[config.mk]
export PLATFORM = sky130hd
export DESIGN_NAME = phy_status_summary_regs
export DESIGN_NICKNAME = d
export VERILOG_FILES = /design/src/rtl/phy_status_pkg.sv /design/src/rtl/phy_status_summary_regs.sv
export SDC_FILE = /design/constraint.sdc
export NUM_CORES = 1
export LEC_CHECK = 0
export BUFFER_PORTS_ARGS = -buffer_cell sky130_fd_sc_hd__buf_2
export CORE_AREA = 2 2 95 97
export CTS_BUF_LIST = sky130_fd_sc_hd__clkbuf_16
export DETAILED_ROUTE_END_ITERATION = 12
export DIE_AREA = 0 0 97 99
export GPL_ROUTABILITY_DRIVEN = 0
export MAX_ROUTING_LAYER = met4
export PLACE_DENSITY = 0.72
export SLEW_MARGIN = 20
export SYNTH_ARGS = -nofsm -noshare
export SYNTH_HDL_FRONTEND = slang
export SYNTH_SLANG_ARGS = --single-unit
[constraint.sdc]
create_clock -name aclk -period 1.7 [get_ports aclk]
set_input_delay 0.34 -clock aclk [delete_from_list [all_inputs] [get_ports aclk]]
set_output_delay 0.34 -clock aclk [all_outputs]
set_load 0.1 [all_outputs]
[src/rtl/phy_status_pkg.sv]
// Contract
// - Next-page code bits 10:0 read-write, reset to null page value one.
// - Flag bit 13 set sends code as message page, else unformatted page.
// - Summary bit 15 ignores writes and always reads zero.
// - Summary bit 14 is crossover: one means pairs swapped, zero normal.
// - Crossover follows enable and force; live if enabled but not forced.
// - Summary bit 13 latches receive errors until error counter is read.
// - Bit 12 mirrors polarity bit 4; only a 10 Mb/s status read clears it.
// - Summary bit 11 latches false carrier until its counter is read.
// - Bit 10 is raw detect, ANDed with lock when control bit 8 set.
// - Qualified detect bit is read-only latch-low until summary read.
// - Bit 9 is descrambler lock, read-only latch-low until read.
// - Latch-high bits never drop by themselves before the clearing read.
// - Status summary register sits at management offset 10h.
package phy_status_pkg;
	localparam int IDX_W = 6;
	localparam logic [IDX_W-1:0] IDX_NEXT_PAGE      = 6'h07;
	localparam logic [IDX_W-1:0] IDX_SUMMARY        = 6'h10;
	localparam logic [IDX_W-1:0] IDX_FALSE_CARRIER  = 6'h14;
	localparam logic [IDX_W-1:0] IDX_RX_ERROR       = 6'h15;
	localparam logic [IDX_W-1:0] IDX_PCS_CONFIG     = 6'h16;
	localparam logic [IDX_W-1:0] IDX_PHY_CONTROL    = 6'h19;
	localparam logic [IDX_W-1:0] IDX_TENMEG         = 6'h1A;
	localparam logic [IDX_W-1:0] IDX_INT_STATUS     = 6'h20;
	localparam logic [IDX_W-1:0] IDX_INT_CLEAR      = 6'h21;
	localparam logic [IDX_W-1:0] IDX_INT_ENABLE     = 6'h22;
	localparam int ADDR_LSB = 2;

	localparam int NP_NEXT   = 15;
	localparam int NP_MP     = 13;
	localparam int NP_ACK2   = 12;
	localparam int NP_TOGGLE = 11;
	localparam int CODE_W    = 11;
	localparam logic [CODE_W-1:0] CODE_NULL_PAGE = 11'h001;
	localparam logic MP_RESET = 1'h1;

	localparam int SUM_XOVER = 14;
	localparam int SUM_RXERR = 13;
	localparam int SUM_POL   = 12;
	localparam int SUM_FC    = 11;
	localparam int SUM_SD    = 10;
	localparam int SUM_LOCK  = 9;

	localparam int PCS_SD_QUAL       = 8;
	localparam int PHY_XOVER_EN      = 15;
	localparam int PHY_XOVER_FORCE   = 14;
	localparam logic XOVER_EN_RESET  = 1'h1;
	localparam int TENMEG_POL        = 4;

	localparam int IRQ_W        = 4;
	localparam int IRQ_RXERR    = 0;
	localparam int IRQ_FC       = 1;
	localparam int IRQ_SD_LOSS  = 2;
	localparam int IRQ_LOCK_LOSS = 3;

	localparam logic [1:0] RESP_OKAY   = 2'h0;
	localparam logic [1:0] RESP_DECERR = 2'h3;
endpackage

[src/rtl/phy_status_summary_regs.sv]
// Added by the designer: register access over AXI4-Lite.
`timescale 1ns/1ns
module phy_status_summary_regs #(
	parameter int ADDR_W = 8,
	parameter int CNT_W  = 16
) (
	input  wire logic              aclk,
	input  wire logic              aresetn,
	input  wire logic [ADDR_W-1:0] s_axi_awaddr,
	input  wire logic              s_axi_awvalid,
	output logic                   s_axi_awready,
	input  wire logic [31:0]       s_axi_wdata,
	input  wire logic [3:0]        s_axi_wstrb,
	input  wire logic              s_axi_wvalid,
	output logic                   s_axi_wready,
	output logic [1:0]             s_axi_bresp,
	output logic                   s_axi_bvalid,
	input  wire logic              s_axi_bready,
	input  wire logic [ADDR_W-1:0] s_axi_araddr,
	input  wire logic              s_axi_arvalid,
	output logic                   s_axi_arready,
	output logic [31:0]            s_axi_rdata,
	output logic [1:0]             s_axi_rresp,
	output logic                   s_axi_rvalid,
	input  wire logic              s_axi_rready,
	input  wire logic              rx_error_event,
	input  wire logic              false_carrier_event,
	input  wire logic              polarity_inverted_event,
	input  wire logic              signal_detect_raw,
	input  wire logic              descrambler_lock,
	input  wire logic              crossover_swapped,
	input  wire logic              link_toggle,
	input  wire logic [CNT_W-1:0]  rx_error_count_field,
	input  wire logic [CNT_W-1:0]  false_carrier_count,
	output logic [15:0]            next_page_word,
	output logic                   next_page_is_message,
	output logic                   crossover_auto_enable,
	output logic                   crossover_force,
	output logic                   irq
);
	typedef struct packed {
		logic                                aw_got;
		logic                                w_got;
		logic [phy_status_pkg::IDX_W-1:0]    aw_idx;
		logic [31:0]                         wdata;
		logic [3:0]                          wstrb;
		logic                                bvalid;
		logic [1:0]                          bresp;
		logic                                rvalid;
		logic [31:0]                         rdata;
		logic [1:0]                          rresp;
		logic                                np_next;
		logic                                message_page_flag;
		logic                                np_ack2;
		logic [phy_status_pkg::CODE_W-1:0]   np_code;
		logic                                sd_qualify;
		logic                                xover_en;
		logic                                xover_force;
		logic                                rx_err_latch;
		logic                                fc_latch;
		logic                                pol_latch;
		logic                                sd_ll;
		logic                                lock_ll;
		logic [phy_status_pkg::IRQ_W-1:0]    int_status;
		logic [phy_status_pkg::IRQ_W-1:0]    int_enable;
	} state_s;

	state_s s;
	state_s next_s;

	logic        sd_qualified;
	logic        xover_state;
	logic [15:0] summary_word;
	logic        rd_fire;
	logic        wr_do;
	logic [phy_status_pkg::IDX_W-1:0] rd_idx;

	// Applies the low two byte strobes to a 16-bit register image
	function automatic logic [15:0] merge16(input logic [15:0] old,
		input logic [31:0] wd, input logic [3:0] st);
		logic [15:0] r;
		r = old;
		if (st[0]) begin
			r[7:0] = wd[7:0];
		end
		if (st[1]) begin
			r[15:8] = wd[15:8];
		end
		return r;
	endfunction

	function automatic logic [phy_status_pkg::IDX_W-1:0] word_index(
		input logic [ADDR_W-1:0] a);
		return a[phy_status_pkg::ADDR_LSB +: phy_status_pkg::IDX_W];
	endfunction

	// Qualified detect and crossover state, both live
	assign sd_qualified = s.sd_qualify ? (signal_detect_raw & descrambler_lock)
		: signal_detect_raw;
	assign xover_state = s.xover_force
		| (s.xover_en & crossover_swapped);

	always_comb begin
		summary_word = '0;
		summary_word[phy_status_pkg::SUM_XOVER] = xover_state;
		summary_word[phy_status_pkg::SUM_RXERR] = s.rx_err_latch;
		summary_word[phy_status_pkg::SUM_POL]   = s.pol_latch;
		summary_word[phy_status_pkg::SUM_FC]    = s.fc_latch;
		summary_word[phy_status_pkg::SUM_SD]    = s.sd_ll;
		summary_word[phy_status_pkg::SUM_LOCK]  = s.lock_ll;
	end

	assign s_axi_awready = !s.aw_got && !s.bvalid;
	assign s_axi_wready  = !s.w_got && !s.bvalid;
	assign s_axi_arready = !s.rvalid;
	assign rd_fire       = s_axi_arvalid && s_axi_arready;
	assign rd_idx        = word_index(s_axi_araddr);
	assign wr_do         = s.aw_got && s.w_got && !s.bvalid;

	always_comb begin
		logic [15:0] img;
		logic [15:0] rd_word;
		logic        rd_ok;
		logic        rd_summary;
		logic        rd_fc;
		logic        rd_rx;
		logic        rd_tenmeg;
		logic [phy_status_pkg::IRQ_W-1:0] ev;
		logic [phy_status_pkg::IRQ_W-1:0] clr;
		img        = '0;
		rd_word    = '0;
		rd_ok      = 1'b1;
		clr        = '0;
		ev         = '0;
		next_s     = s;
		rd_summary = rd_fire && rd_idx == phy_status_pkg::IDX_SUMMARY;
		rd_fc      = rd_fire && rd_idx == phy_status_pkg::IDX_FALSE_CARRIER;
		rd_rx      = rd_fire && rd_idx == phy_status_pkg::IDX_RX_ERROR;
		rd_tenmeg  = rd_fire && rd_idx == phy_status_pkg::IDX_TENMEG;

		if (s_axi_awvalid && s_axi_awready) begin
			next_s.aw_got = 1'b1;
			next_s.aw_idx = word_index(s_axi_awaddr);
		end
		if (s_axi_wvalid && s_axi_wready) begin
			next_s.w_got = 1'b1;
			next_s.wdata = s_axi_wdata;
			next_s.wstrb = s_axi_wstrb;
		end
		if (wr_do) begin
			next_s.aw_got = 1'b0;
			next_s.w_got  = 1'b0;
			next_s.bvalid = 1'b1;
			next_s.bresp  = phy_status_pkg::RESP_OKAY;
			unique case (s.aw_idx)
				phy_status_pkg::IDX_NEXT_PAGE: begin
					img = merge16(next_page_word, s.wdata, s.wstrb);
					next_s.np_next = img[phy_status_pkg::NP_NEXT];
					next_s.message_page_flag = img[phy_status_pkg::NP_MP];
					next_s.np_ack2 = img[phy_status_pkg::NP_ACK2];
					next_s.np_code = img[phy_status_pkg::CODE_W-1:0];
				end
				phy_status_pkg::IDX_PCS_CONFIG: begin
					img = merge16('0, s.wdata, s.wstrb);
					if (s.wstrb[1]) begin
						next_s.sd_qualify = img[phy_status_pkg::PCS_SD_QUAL];
					end
				end
				phy_status_pkg::IDX_PHY_CONTROL: begin
					img = merge16('0, s.wdata, s.wstrb);
					if (s.wstrb[1]) begin
						next_s.xover_en = img[phy_status_pkg::PHY_XOVER_EN];
						next_s.xover_force = img[phy_status_pkg::PHY_XOVER_FORCE];
					end
				end
				phy_status_pkg::IDX_INT_CLEAR: begin
					if (s.wstrb[0]) begin
						clr = s.wdata[phy_status_pkg::IRQ_W-1:0];
					end
				end
				phy_status_pkg::IDX_INT_ENABLE: begin
					if (s.wstrb[0]) begin
						next_s.int_enable = s.wdata[phy_status_pkg::IRQ_W-1:0];
					end
				end
				// Read-only registers, the summary among them, ignore writes
				phy_status_pkg::IDX_SUMMARY, phy_status_pkg::IDX_FALSE_CARRIER,
				phy_status_pkg::IDX_RX_ERROR, phy_status_pkg::IDX_TENMEG,
				phy_status_pkg::IDX_INT_STATUS: begin
					next_s.bresp = phy_status_pkg::RESP_OKAY;
				end
				default: begin
					next_s.bresp = phy_status_pkg::RESP_DECERR;
				end
			endcase
		end
		if (s.bvalid && s_axi_bready) begin
			next_s.bvalid = 1'b0;
		end

		unique case (rd_idx)
			phy_status_pkg::IDX_NEXT_PAGE:     rd_word = next_page_word;
			phy_status_pkg::IDX_SUMMARY:       rd_word = summary_word;
			phy_status_pkg::IDX_FALSE_CARRIER: rd_word = 16'(false_carrier_count);
			phy_status_pkg::IDX_RX_ERROR:      rd_word = 16'(rx_error_count_field);
			phy_status_pkg::IDX_PCS_CONFIG: begin
				rd_word[phy_status_pkg::PCS_SD_QUAL] = s.sd_qualify;
			end
			phy_status_pkg::IDX_PHY_CONTROL: begin
				rd_word[phy_status_pkg::PHY_XOVER_EN] = s.xover_en;
				rd_word[phy_status_pkg::PHY_XOVER_FORCE] = s.xover_force;
			end
			phy_status_pkg::IDX_TENMEG: begin
				rd_word[phy_status_pkg::TENMEG_POL] = s.pol_latch;
			end
			phy_status_pkg::IDX_INT_STATUS: rd_word = 16'(s.int_status);
			phy_status_pkg::IDX_INT_ENABLE: rd_word = 16'(s.int_enable);
			phy_status_pkg::IDX_INT_CLEAR:  rd_word = '0;
			default: rd_ok = 1'b0;
		endcase
		if (rd_fire) begin
			next_s.rvalid = 1'b1;
			next_s.rdata  = {16'h0000, rd_word};
			next_s.rresp  = rd_ok ? phy_status_pkg::RESP_OKAY
				: phy_status_pkg::RESP_DECERR;
		end else if (s.rvalid && s_axi_rready) begin
			next_s.rvalid = 1'b0;
		end

		// Events win over a clearing read in the same cycle
		next_s.rx_err_latch = rx_error_event
			| (s.rx_err_latch & !rd_rx);
		next_s.fc_latch = false_carrier_event
			| (s.fc_latch & !rd_fc);
		next_s.pol_latch = polarity_inverted_event
			| (s.pol_latch & !rd_tenmeg);
		// A read reloads the live level; a drop in the read cycle still shows
		next_s.sd_ll = rd_summary ? sd_qualified
			: (s.sd_ll & sd_qualified);
		next_s.lock_ll = rd_summary ? descrambler_lock
			: (s.lock_ll & descrambler_lock);

		ev[phy_status_pkg::IRQ_RXERR]     = rx_error_event;
		ev[phy_status_pkg::IRQ_FC]        = false_carrier_event;
		ev[phy_status_pkg::IRQ_SD_LOSS]   = s.sd_ll & !sd_qualified;
		ev[phy_status_pkg::IRQ_LOCK_LOSS] = s.lock_ll & !descrambler_lock;
		next_s.int_status = ev | (s.int_status & ~clr);

		if (!aresetn) begin
			next_s = '0;
			next_s.message_page_flag = phy_status_pkg::MP_RESET;
			next_s.np_code  = phy_status_pkg::CODE_NULL_PAGE;
			next_s.xover_en = phy_status_pkg::XOVER_EN_RESET;
		end
	end

	always_ff @(posedge aclk) begin
		s <= next_s;
	end

	always_comb begin
		next_page_word = '0;
		next_page_word[phy_status_pkg::NP_NEXT]   = s.np_next;
		next_page_word[phy_status_pkg::NP_MP]     = s.message_page_flag;
		next_page_word[phy_status_pkg::NP_ACK2]   = s.np_ack2;
		next_page_word[phy_status_pkg::NP_TOGGLE] = link_toggle;
		next_page_word[phy_status_pkg::CODE_W-1:0] = s.np_code;
	end

	assign next_page_is_message  = s.message_page_flag;
	assign crossover_auto_enable = s.xover_en;
	assign crossover_force       = s.xover_force;
	assign irq                   = |(s.int_status & s.int_enable);
	assign s_axi_bvalid          = s.bvalid;
	assign s_axi_bresp           = s.bresp;
	assign s_axi_rvalid          = s.rvalid;
	assign s_axi_rdata           = s.rdata;
	assign s_axi_rresp           = s.rresp;

	chk_code_null_reset: assert property (@(posedge aclk)
		!aresetn |=> s.np_code == phy_status_pkg::CODE_NULL_PAGE)
		else $error("code field not null page after reset");
	chk_message_page_out: assert property (@(posedge aclk)
		disable iff (!aresetn)
		wr_do && s.aw_idx == phy_status_pkg::IDX_NEXT_PAGE && s.wstrb[1]
		|=> next_page_is_message == $past(s.wdata[phy_status_pkg::NP_MP]))
		else $error("message page output differs from written flag");
	chk_reserved_zero: assert property (@(posedge aclk)
		disable iff (!aresetn) rd_fire && rd_idx == phy_status_pkg::IDX_SUMMARY
		|=> s_axi_rvalid && s_axi_rdata[15] == 1'b0)
		else $error("reserved summary bit read nonzero");
	chk_xover_forced: assert property (@(posedge aclk)
		disable iff (!aresetn)
		s.xover_force |-> summary_word[phy_status_pkg::SUM_XOVER])
		else $error("forced crossover not reported");
	chk_rx_err_hold: assert property (@(posedge aclk)
		disable iff (!aresetn) s.rx_err_latch && !rd_fire |=> s.rx_err_latch)
		else $error("receive error latch dropped without read");
	chk_fc_set: assert property (@(posedge aclk)
		disable iff (!aresetn) false_carrier_event |=> s.fc_latch[*2]
		or ##1 $past(rd_fire))
		else $error("false carrier latch not set");
	chk_sd_latch_low: assert property (@(posedge aclk)
		disable iff (!aresetn)
		!sd_qualified |=> !summary_word[phy_status_pkg::SUM_SD])
		else $error("signal detect loss not latched");
	chk_lock_reload: assert property (@(posedge aclk)
		disable iff (!aresetn)
		rd_fire && rd_idx == phy_status_pkg::IDX_SUMMARY && descrambler_lock
		|=> s.lock_ll)
		else $error("lock bit not reloaded after read");
	chk_write_answer: assert property (@(posedge aclk)
		disable iff (!aresetn) wr_do |=> s_axi_bvalid)
		else $error("write not answered");
endmodule

# --- Word level (Yosys, flattened, before mapping) ---
# Index checks and enable logic that the tools add are counted.
op_classes:
  n_mux: 17
  eq_ne: 20
  n_reduce_logical: 33
  n_bitwise: 18
ops:
  columns: ["operator", "count"]
  rows:
  - ["6-bit by 5-bit equality test with 1-bit output, second input constant", 12]
  - ["6-bit equality test, second input constant", 6]
  - ["4-bit one-hot mux with 5 select lines", 1]
  - ["5-bit one-hot mux with 4 select lines", 1]
  - ["10-bit OR reduction", 2]
  - ["3-bit AND reduction", 5]
  - ["1-bit logical AND", 13]
  - ["6-bit by 3-bit equality test with 1-bit output, second input constant", 2]
  - ["4-bit 2-to-1 mux", 3]
  - ["2-bit one-hot mux with 5 select lines", 1]
  - ["1-bit AND", 9]
  - ["1-bit zero test", 9]
  - ["3-bit one-hot mux with 3 select lines", 1]
  - ["4-bit AND", 2]
  - ["1-bit one-hot mux with 4 select lines", 2]
  - ["1-bit 2-to-1 mux", 6]
  - ["2-bit 2-to-1 mux", 2]
  - ["4-bit inverter", 1]
  - ["1-bit bitwise OR", 4]
  - ["4-bit bitwise OR", 1]
  - ["2-bit OR reduction", 2]
  - ["4-bit OR reduction", 1]
  - ["2-bit nonzero test", 1]
  - ["1-bit inverter", 1]
totals:
  out_inout_bits: 61
  word_cells: 113
  input_bits: 98
  ff_bits: 78

# --- Depth between registers and ports, before layout ---
# Gate-level depths: netlist of run 1.
logic_depth:
  ltp_word: 6
  depth_mapped: 7
  depth_no_buf: 5

# --- Least setup slack after synthesis of run 1 ---
# No wires, ideal clock.
synth_timing:
  path_type: "reg2reg"
  from: "reg s (netlist bit s_axi_bvalid)"
  to: "reg s[69] (netlist bit)"
  n_path_buf: 1
  setup_time_ns: 0.132
  arrival_ns: 2.947
  period_less_slack_ns: 3.080
  required_ns: 1.568
  slack_ns: -1.380
  stages_incl_launch_ff: 6
  path_cell_list: "dfxtp_1 > nor2_1 > nand2_1 > clkbuf_1 > nand2_1 > a21oi_1"
synth_via:
  elab_chain_len: 3
synth_lines:
  columns: ["element", "line_no", "text"]
  rows:
  - ["start: declaration", "phy_status_summary_regs.sv:68", "state_s s;"]
  - ["start signal: assignment", "phy_status_summary_regs.sv:258", "s <= next_s;"]
  - ["1-bit zero test", "phy_status_summary_regs.sv:114", "assign s_axi_wready = !s.w_got && !s.bvalid;"]
  - ["1-bit logical AND", "phy_status_summary_regs.sv:114", null]
  - ["via s_axi_wready", "phy_status_summary_regs.sv:15", "output logic s_axi_wready,"]
  - ["1-bit logical AND", "phy_status_summary_regs.sv:145", "if (s_axi_wvalid && s_axi_wready) begin"]
# The timed path passes the listed nets, and every way through them passes these cells.
# A chain may end at the register's enable or synchronous reset.

# --- Worst setup path in the final report of run 1 ---
layout_timing:
  from: "reg s (netlist bit s_axi_bvalid)"
  to: "reg s (netlist bit crossover_auto_enable)"
layout_via:
  elab_chain_len: 3
layout_lines:
  columns: ["element", "line_no", "text"]
  rows:
  - ["1-bit zero test", "phy_status_summary_regs.sv:118", "assign wr_do = s.aw_got && s.w_got && !s.bvalid;"]
  - ["1-bit logical AND", "phy_status_summary_regs.sv:118", null]
  - ["3-bit AND reduction (no source line)", null, null]
# Every way passes these cells.

==> results of run 1 <==
## cell usage in the layout (no fill, tap or decap), types with 3 or more instances in the layout
master,netlist,routed
o21ai_0,16,15
a22oi_1,6,6
mux2_2,4,4
mux2i_1,27,27
nor2b_1,7,7
clkbuf_16,0,9
a31oi_1,4,4
a22o_1,8,8
nor3_2,2,3
nand2b_1,9,9
nor2_4,0,3
conb_1,1,17
inv_1,10,10
o21a_1,3,3
buf_4,55,27
a21oi_1,40,40
buf_2,6,117
nand3_1,5,5
nor2_1,38,36
a222oi_1,6,6
dfxtp_1,75,72
nor3_1,6,5
nand2_1,56,54
a21boi_1,3,3
## what timing repair did
action,CTS,global route
resized for setup,1,4
setup buffers,0,0
endpoints found under the setup margin,2,14
## cells by family (layout without fill, tap and decap cells)
kind of cell	after synthesis	count (layout)	synth area share, %
AO/OA/AOI/OAI	103	103	17.7
XOR/XNOR	2	2	0.466
adder cells (fa/ha/maj)	1	1	0.266
buffers and inverters	87	174	14.6
flip-flops	75	75	40.0
multiplexers	31	31	8.39
other	1	17	0.0998
AND/OR/NAND/NOR	142	142	18.5
## area by class of cell
| class | count | area [um2] |
|---|---|---|
| fill | 802 | 3930 |
| multi-input combinational | 296 | 1810 |
| sequential | 75 | 1510 |
| timing repair buffer | 147 | 836 |
| clock buffer | 9 | 225 |
| tap | 108 | 135 |
| clock inverter | 7 | 68.8 |
| inverter | 11 | 45.0 |
## power by group through the flow
stage          registers, mW  logic (mW)  clock network (mW)
6_report                1.89       0.843                1.88
5_1_grt                 1.89       0.895                1.99
2_1_floorplan           1.93       0.692                   0
3_5_place_dp            1.92       0.839                   0
4_1_cts                 1.88       0.842                1.91
3_3_place_gp            1.92       0.829                   0
## registers in the layout, summed over array words and instances, names as in the netlist
signal / count
s_axi_bresp: 1
s: 39
s_axi_rdata: 16
next_page_word: 13
s_axi_rvalid: 1
crossover_force: 1
s_axi_rresp: 1
s_axi_bvalid: 1
next_page_is_message: 1
crossover_auto_enable: 1
## synthesized netlist by cell type (2+ instances only)
library cell / instances / area [um2]
a22o_1: 8 / 70.1
a211oi_1: 2 / 15.0
a21oi_1: 40 / 200
buf_4: 55 / 413
nand2b_1: 9 / 56.3
and3_1: 3 / 18.8
o21ai_0: 16 / 80.1
dfxtp_1: 75 / 1500
nor4_4: 2 / 42.5
nor2_1: 38 / 143
clkbuf_1: 14 / 52.6
nor2b_1: 7 / 43.8
a31oi_1: 4 / 25.0
or3_1: 2 / 12.5
nand3_1: 5 / 25.0
nor3_2: 2 / 20.0
inv_1: 10 / 37.5
nand2_1: 56 / 210
and2_1: 2 / 12.5
a21boi_1: 3 / 22.5
a22oi_1: 6 / 45.0
a222oi_1: 6 / 60.1
nor4b_1: 2 / 17.5
mux2i_1: 27 / 270
nor4_1: 2 / 12.5
buf_2: 6 / 30.0
nor3_1: 6 / 30.0
o21a_1: 3 / 22.5
a221oi_1: 2 / 17.5
mux2_2: 4 / 45.0
## how the worst max path moves through the flow
stage | end | slack (ps) | start | cells past startpoint
after detailed placement | s_axi_rresp[0]$_SDFFE_PN0N_ | -80 | s_axi_araddr[7] | 7
after global routing | crossover_force$_SDFFE_PN0P_ | 30 | s[111]$_SDFFE_PP0P_ | 5
after floorplan | s_axi_rdata[11]$_SDFFE_PN0N_ | -10 | s_axi_rvalid$_SDFFE_PN0P_ | 5
after global placement | s_axi_rdata[13]$_SDFFE_PN0N_ | -70 | s_axi_araddr[7] | 7
after CTS | s[7]$_SDFF_PN0_ | 5 | s[107]$_SDFFE_PN0P_ | 5
final | crossover_auto_enable$_SDFFE_PN1P_ | 100 | s_axi_bvalid$_SDFFE_PP0P_ | 5
## per-stage QoR
step | std cells | hold WS [ps] | power (mW) | cell area (um2) | utilization [%]
CTS | 653 | 180 | 4.63 | 4610 | 53.9
detailed placement | 637 | 448 | 2.76 | 4310 | 50.4
global route | 653 | 194 | 4.78 | 4630 | 54.1
floorplan | 458 | 429 | 2.62 | 3890 | -
global placement | 637 | 444 | 2.75 | 4310 | 50.4
finish | 653 | 184 | 4.61 | 4630 | 54.1
## layer usage
| metal | vias up | global-route usage (%) |
|---|---|---|
| met5 | - | - |
| met4 | 0 | 8.23 |
| met3 | 16 | 4.82 |
| met2 | 140 | 32.2 |
| met1 | 1548 | 26.5 |
| li1 | 1668 | - |
==> impl_metrics.yaml, run 1 <==
flow_run:
  max_cap_violations: 0
power_and_ir_drop:
  peakVddDrop_mv: 0.494
  pwr-share-seq_pct: 40.9
  power_frac_comb_pct: 18.3
  p_sw_share_pct: 31.2
  p_leak_nw: 1.98
  clockPowerShare_pct: 40.8
  intPower_mw: 3.17
  powerDensity_mw_per_mm2: 998
  switching_power_mw: 1.44
global_route:
  grt_usage_pct: 20.8
  grt_pass1_wl_um: 15500
  antenna_found_initial: 0
  overflow: 0
  grt_max_degree: 34
  grt_pass1_vias: 3179
critical_path:
  crit_arrival_ps: 1800
  ff2ff_path_depth: 5
  cp.required_ps: 1900
  crit_path_cell_trace: "and3b_1 > nand4b_1 > nor3_2 > mux2i_1 > nand2_1"
  crit_buf_inv: 0
  r2r_end: "crossover_auto_enable$_SDFFE_PN1P_"
  worstSetupPathType: "flop to flop"
  timing.rr.start: "s_axi_bvalid$_SDFFE_PP0P_"
  start_kind: "flop"
  cpPeakStageDelay_ps: 370
  cp_top_family: "simple AND/OR/NAND/NOR gates"
  cp-end-kind: "flop"
  crit_path_top_delay_cell: "dfxtp_4"
  cp_max_fo: 6
  r2r_slack_ps: 100
place:
  port_buffers: 118
  dp_hpwl_um: 7300
  post-place-ws_ps: -83.7
status:
  status: "completed"
clock_network:
  cts_tree: "built"
  cts_hold_buffers: 0
  h-tree-depth: 3
  clk_latency_ps: 330
  cts.sinks: 75
  cts.clk_slew.worst_paths_ps: 60
  numCtsBuffers: 9
  ctsRootBufferMaster: "clkbuf_16"
  cts_buffer_depth: 2
layout:
  drive_above_1_share_pct: 34.3
  diodes: 0
  nets: 638
  area_delta_synth_final_pct: 23.1
yosys:
  postSynthCellCount: 442
  synth.ff_latch_count: 75
  mappedNetlistArea_mm2: 0.00376
  synth-seq-area-share_pct: 40.0
  synthArstFlopShare_pct: 0
  ys.flop_type: "dfxtp_1"
  ys_warn_count: 0
  avgSynthCellArea_um2: 8.50
  synth-edff-count: 0
  yosysUniqueCellTypes: 55
die:
  core_mm2: 0.00855
  num_rows: 34
  die_w_um: 97
  ios: 159
  initial_core_util_pct: 43.9
  fp.dieH_um: 99
  dieArea_mm2: 0.00960
routing:
  postRouteAntennaNets: 0
  num_vias: 3372
  wl_met2_um: 4550
  viasPerCell: 5.16
  wl_met3_um: 697
  drt-met1-wl_um: 4470
  wl_um: 9910
  drc: 0
  drtIter0Drc: 154
  routed.top_layer: "met4"
  wl_per_cell_um: 15.2
  first_pass_iters: 6
sta:
  worst_pin_slew_ps: 511
  setup_ws_ps: 97.7
  period_share_pct: 94.3
  max_slew_margin_pct: 66.2
  rsz0062_at_grt: "no"
  drv_slew: 0
  skew_ps: 6.63
  setup_tns_ps: 0
  min_period_ps: 1600
  max_freq_mhz: 624
  hold_violations: 0
  setup_viol: 0
worst_hold_path:
  holdPathStages: 2
  whs_endpoint: "s_axi_rvalid$_SDFFE_PN0P_"
  worstHoldStart: "s_axi_rready"
  min_path_type: "primary input to flop"
No activity file was read; power rests on OpenSTA's default activity.
==> run 2: changes to the inputs <==
Settings changed: PLACE_DENSITY 0.72 to 0.74, TNS_END_PERCENT set to 50.
==> impl_metrics.yaml, run 2 (synthesized netlist as in run 1, its figures left out) <==
status:
  status: "completed"
layout:
  largest_register: "s"
  layout.cells.most_common_list: "117 x buf_2, 72 x dfxtp_1, 54 x nand2_1"
  largest_register_ffs: 39
  nets: 642
  post-route-util_pct: 54.3
  n_fill_cell: 825
  drive_above_1_share_pct: 34.2
  diodes: 0
  area_delta_synth_final_pct: 23.6
  final_common_cell: "buf_2"
power_and_ir_drop:
  power_frac_comb_pct: 19.3
  pwr-share-seq_pct: 42.8
  p_leak_nw: 2.00
  peakVddDrop_mv: 0.602
  powerDensity_mw_per_mm2: 951
  clockPowerShare_pct: 37.9
  intPower_mw: 3.02
  switching_power_mw: 1.39
  total_power_mw: 4.41
  p_sw_share_pct: 31.6
critical_path:
  cp-end-kind: "output port"
  r2r_slack_ps: 140
  crit_arrival_ps: 1230
  timing.rr.start: "s_axi_bvalid$_SDFFE_PP0P_"
  cp-startpoint: "s[110]$_SDFFE_PP0P_"
  cp_max_fo: 3
  ff2ff_path_depth: 6
  start_kind: "flop"
  cp.required_ps: 1360
  r2r_end: "crossover_auto_enable$_SDFFE_PN1P_"
  setup.worst_path.end: "s_axi_wready"
  worstSetupPathType: "flop to output port"
clock_network:
  ctsRootBufferMaster: "clkbuf_16"
  numCtsBuffers: 9
  cts.sinks: 75
  cts.clk_slew.worst_paths_ps: 60
  cts_tree: "built"
  clk_latency_ps: 330
  cts_buffer_depth: 2
  cts_hold_buffers: 0
  h-tree-depth: 3
  post_cts_buffers: 0
routing:
  first_pass_iters: 5
  wl_um: 9820
  wl_per_cell_um: 15.0
  num_vias: 3370
  viasPerCell: 5.13
  drtIter0Drc: 140
  drc: 0
  postRouteAntennaNets: 0
die:
  fp.dieH_um: 99
  ios: 159
  core_mm2: 0.00855
  num_rows: 34
  dieArea_mm2: 0.00960
  initial_core_util_pct: 43.9
  die_w_um: 97
flow_run:
  max_cap_violations: 0
sta:
  hold_violations: 0
  min_period_ps: 1570
  skew_ps: 9.04
  period_share_pct: 92.6
  drv_slew: 0
  max_freq_mhz: 635
  setup_viol: 0
global_route:
  overflow: 0
  grt_usage_pct: 21.0
  antenna_found_initial: 0
  grt_max_degree: 21
  grt_pass1_wl_um: 15800
  grt_pass1_vias: 3164
place:
  port_buffers: 118
  dp_hpwl_um: 7560
worst_hold_path:
  min_path_type: "primary input to flop"
## run 2: final cells by class
cell class	instances	area (um2)	area share, %
multi-input combinational	296	1800	38.8
sequential	75	1510	32.5
inverter	11	45.0	0.970
timing repair buffer	151	891	19.2
clock buffer	9	225	4.85
clock inverter	7	37.5	0.808
tap	108	135	2.91
## run 2: power groups by stage
stage	clock [mW]	combinational [mW]	sequential, mW
final	1.67	0.854	1.89
after global routing	1.77	0.907	1.90
after CTS	1.70	0.854	1.89
after detailed placement	0	0.851	1.92
after global placement	0	0.839	1.92
after floorplan	0	0.692	1.93
## run 2: what timing repair did
item,CTS,global route
resized for setup,0,4
endpoints found under the hold margin,0,0
endpoints found under the setup margin,0,11
## run 2: how the worst min path moves through the flow
stage	start	endpoint	slack (ps)	cells after the start
2_1_floorplan	s_axi_rready	s_axi_rvalid$_SDFFE_PN0P_	430	1
3_3_place_gp	s[82]$_SDFFE_PN0P_	s[82]$_SDFFE_PN0P_	440	2
3_5_place_dp	s[77]$_SDFFE_PN0P_	s[77]$_SDFFE_PN0P_	450	2
4_1_cts	s_axi_rready	s_axi_rvalid$_SDFFE_PN0P_	220	2
5_1_grt	s_axi_rready	s_axi_rvalid$_SDFFE_PN0P_	220	2
6_report	s_axi_rready	s_axi_rvalid$_SDFFE_PN0P_	230	2
## run 2: layer usage
metal | up-vias | GRT usage [%] | wire [um]
met3 | 10 | 4.33 | 620
met2 | 126 | 34.6 | 4790
met4 | 0 | 4.88 | 102
met5 | - | - | 0
li1 | 1666 | - | -
met1 | 1568 | 26.7 | 4310
## run 2: critical path: stages (launching register included)
cell and delay [ps]:
dfxtp_1 340, nor2_4 130, buf_2 430
## run 2: stage by stage
step / hold slack, ps / setup WS [ps] / std cells / instance area [um2] / TNS [ps]
finish: 228 / 125 / 657 / 4640 / 0
global placement: 442 / -96.3 / 641 / 4370 / -535
CTS: 217 / 43.5 / 657 / 4630 / 0
global route: 217 / -2.64 / 657 / 4640 / -2.64
detailed placement: 452 / -102 / 641 / 4370 / -596
floorplan: 429 / -13.1 / 458 / 3890 / -114
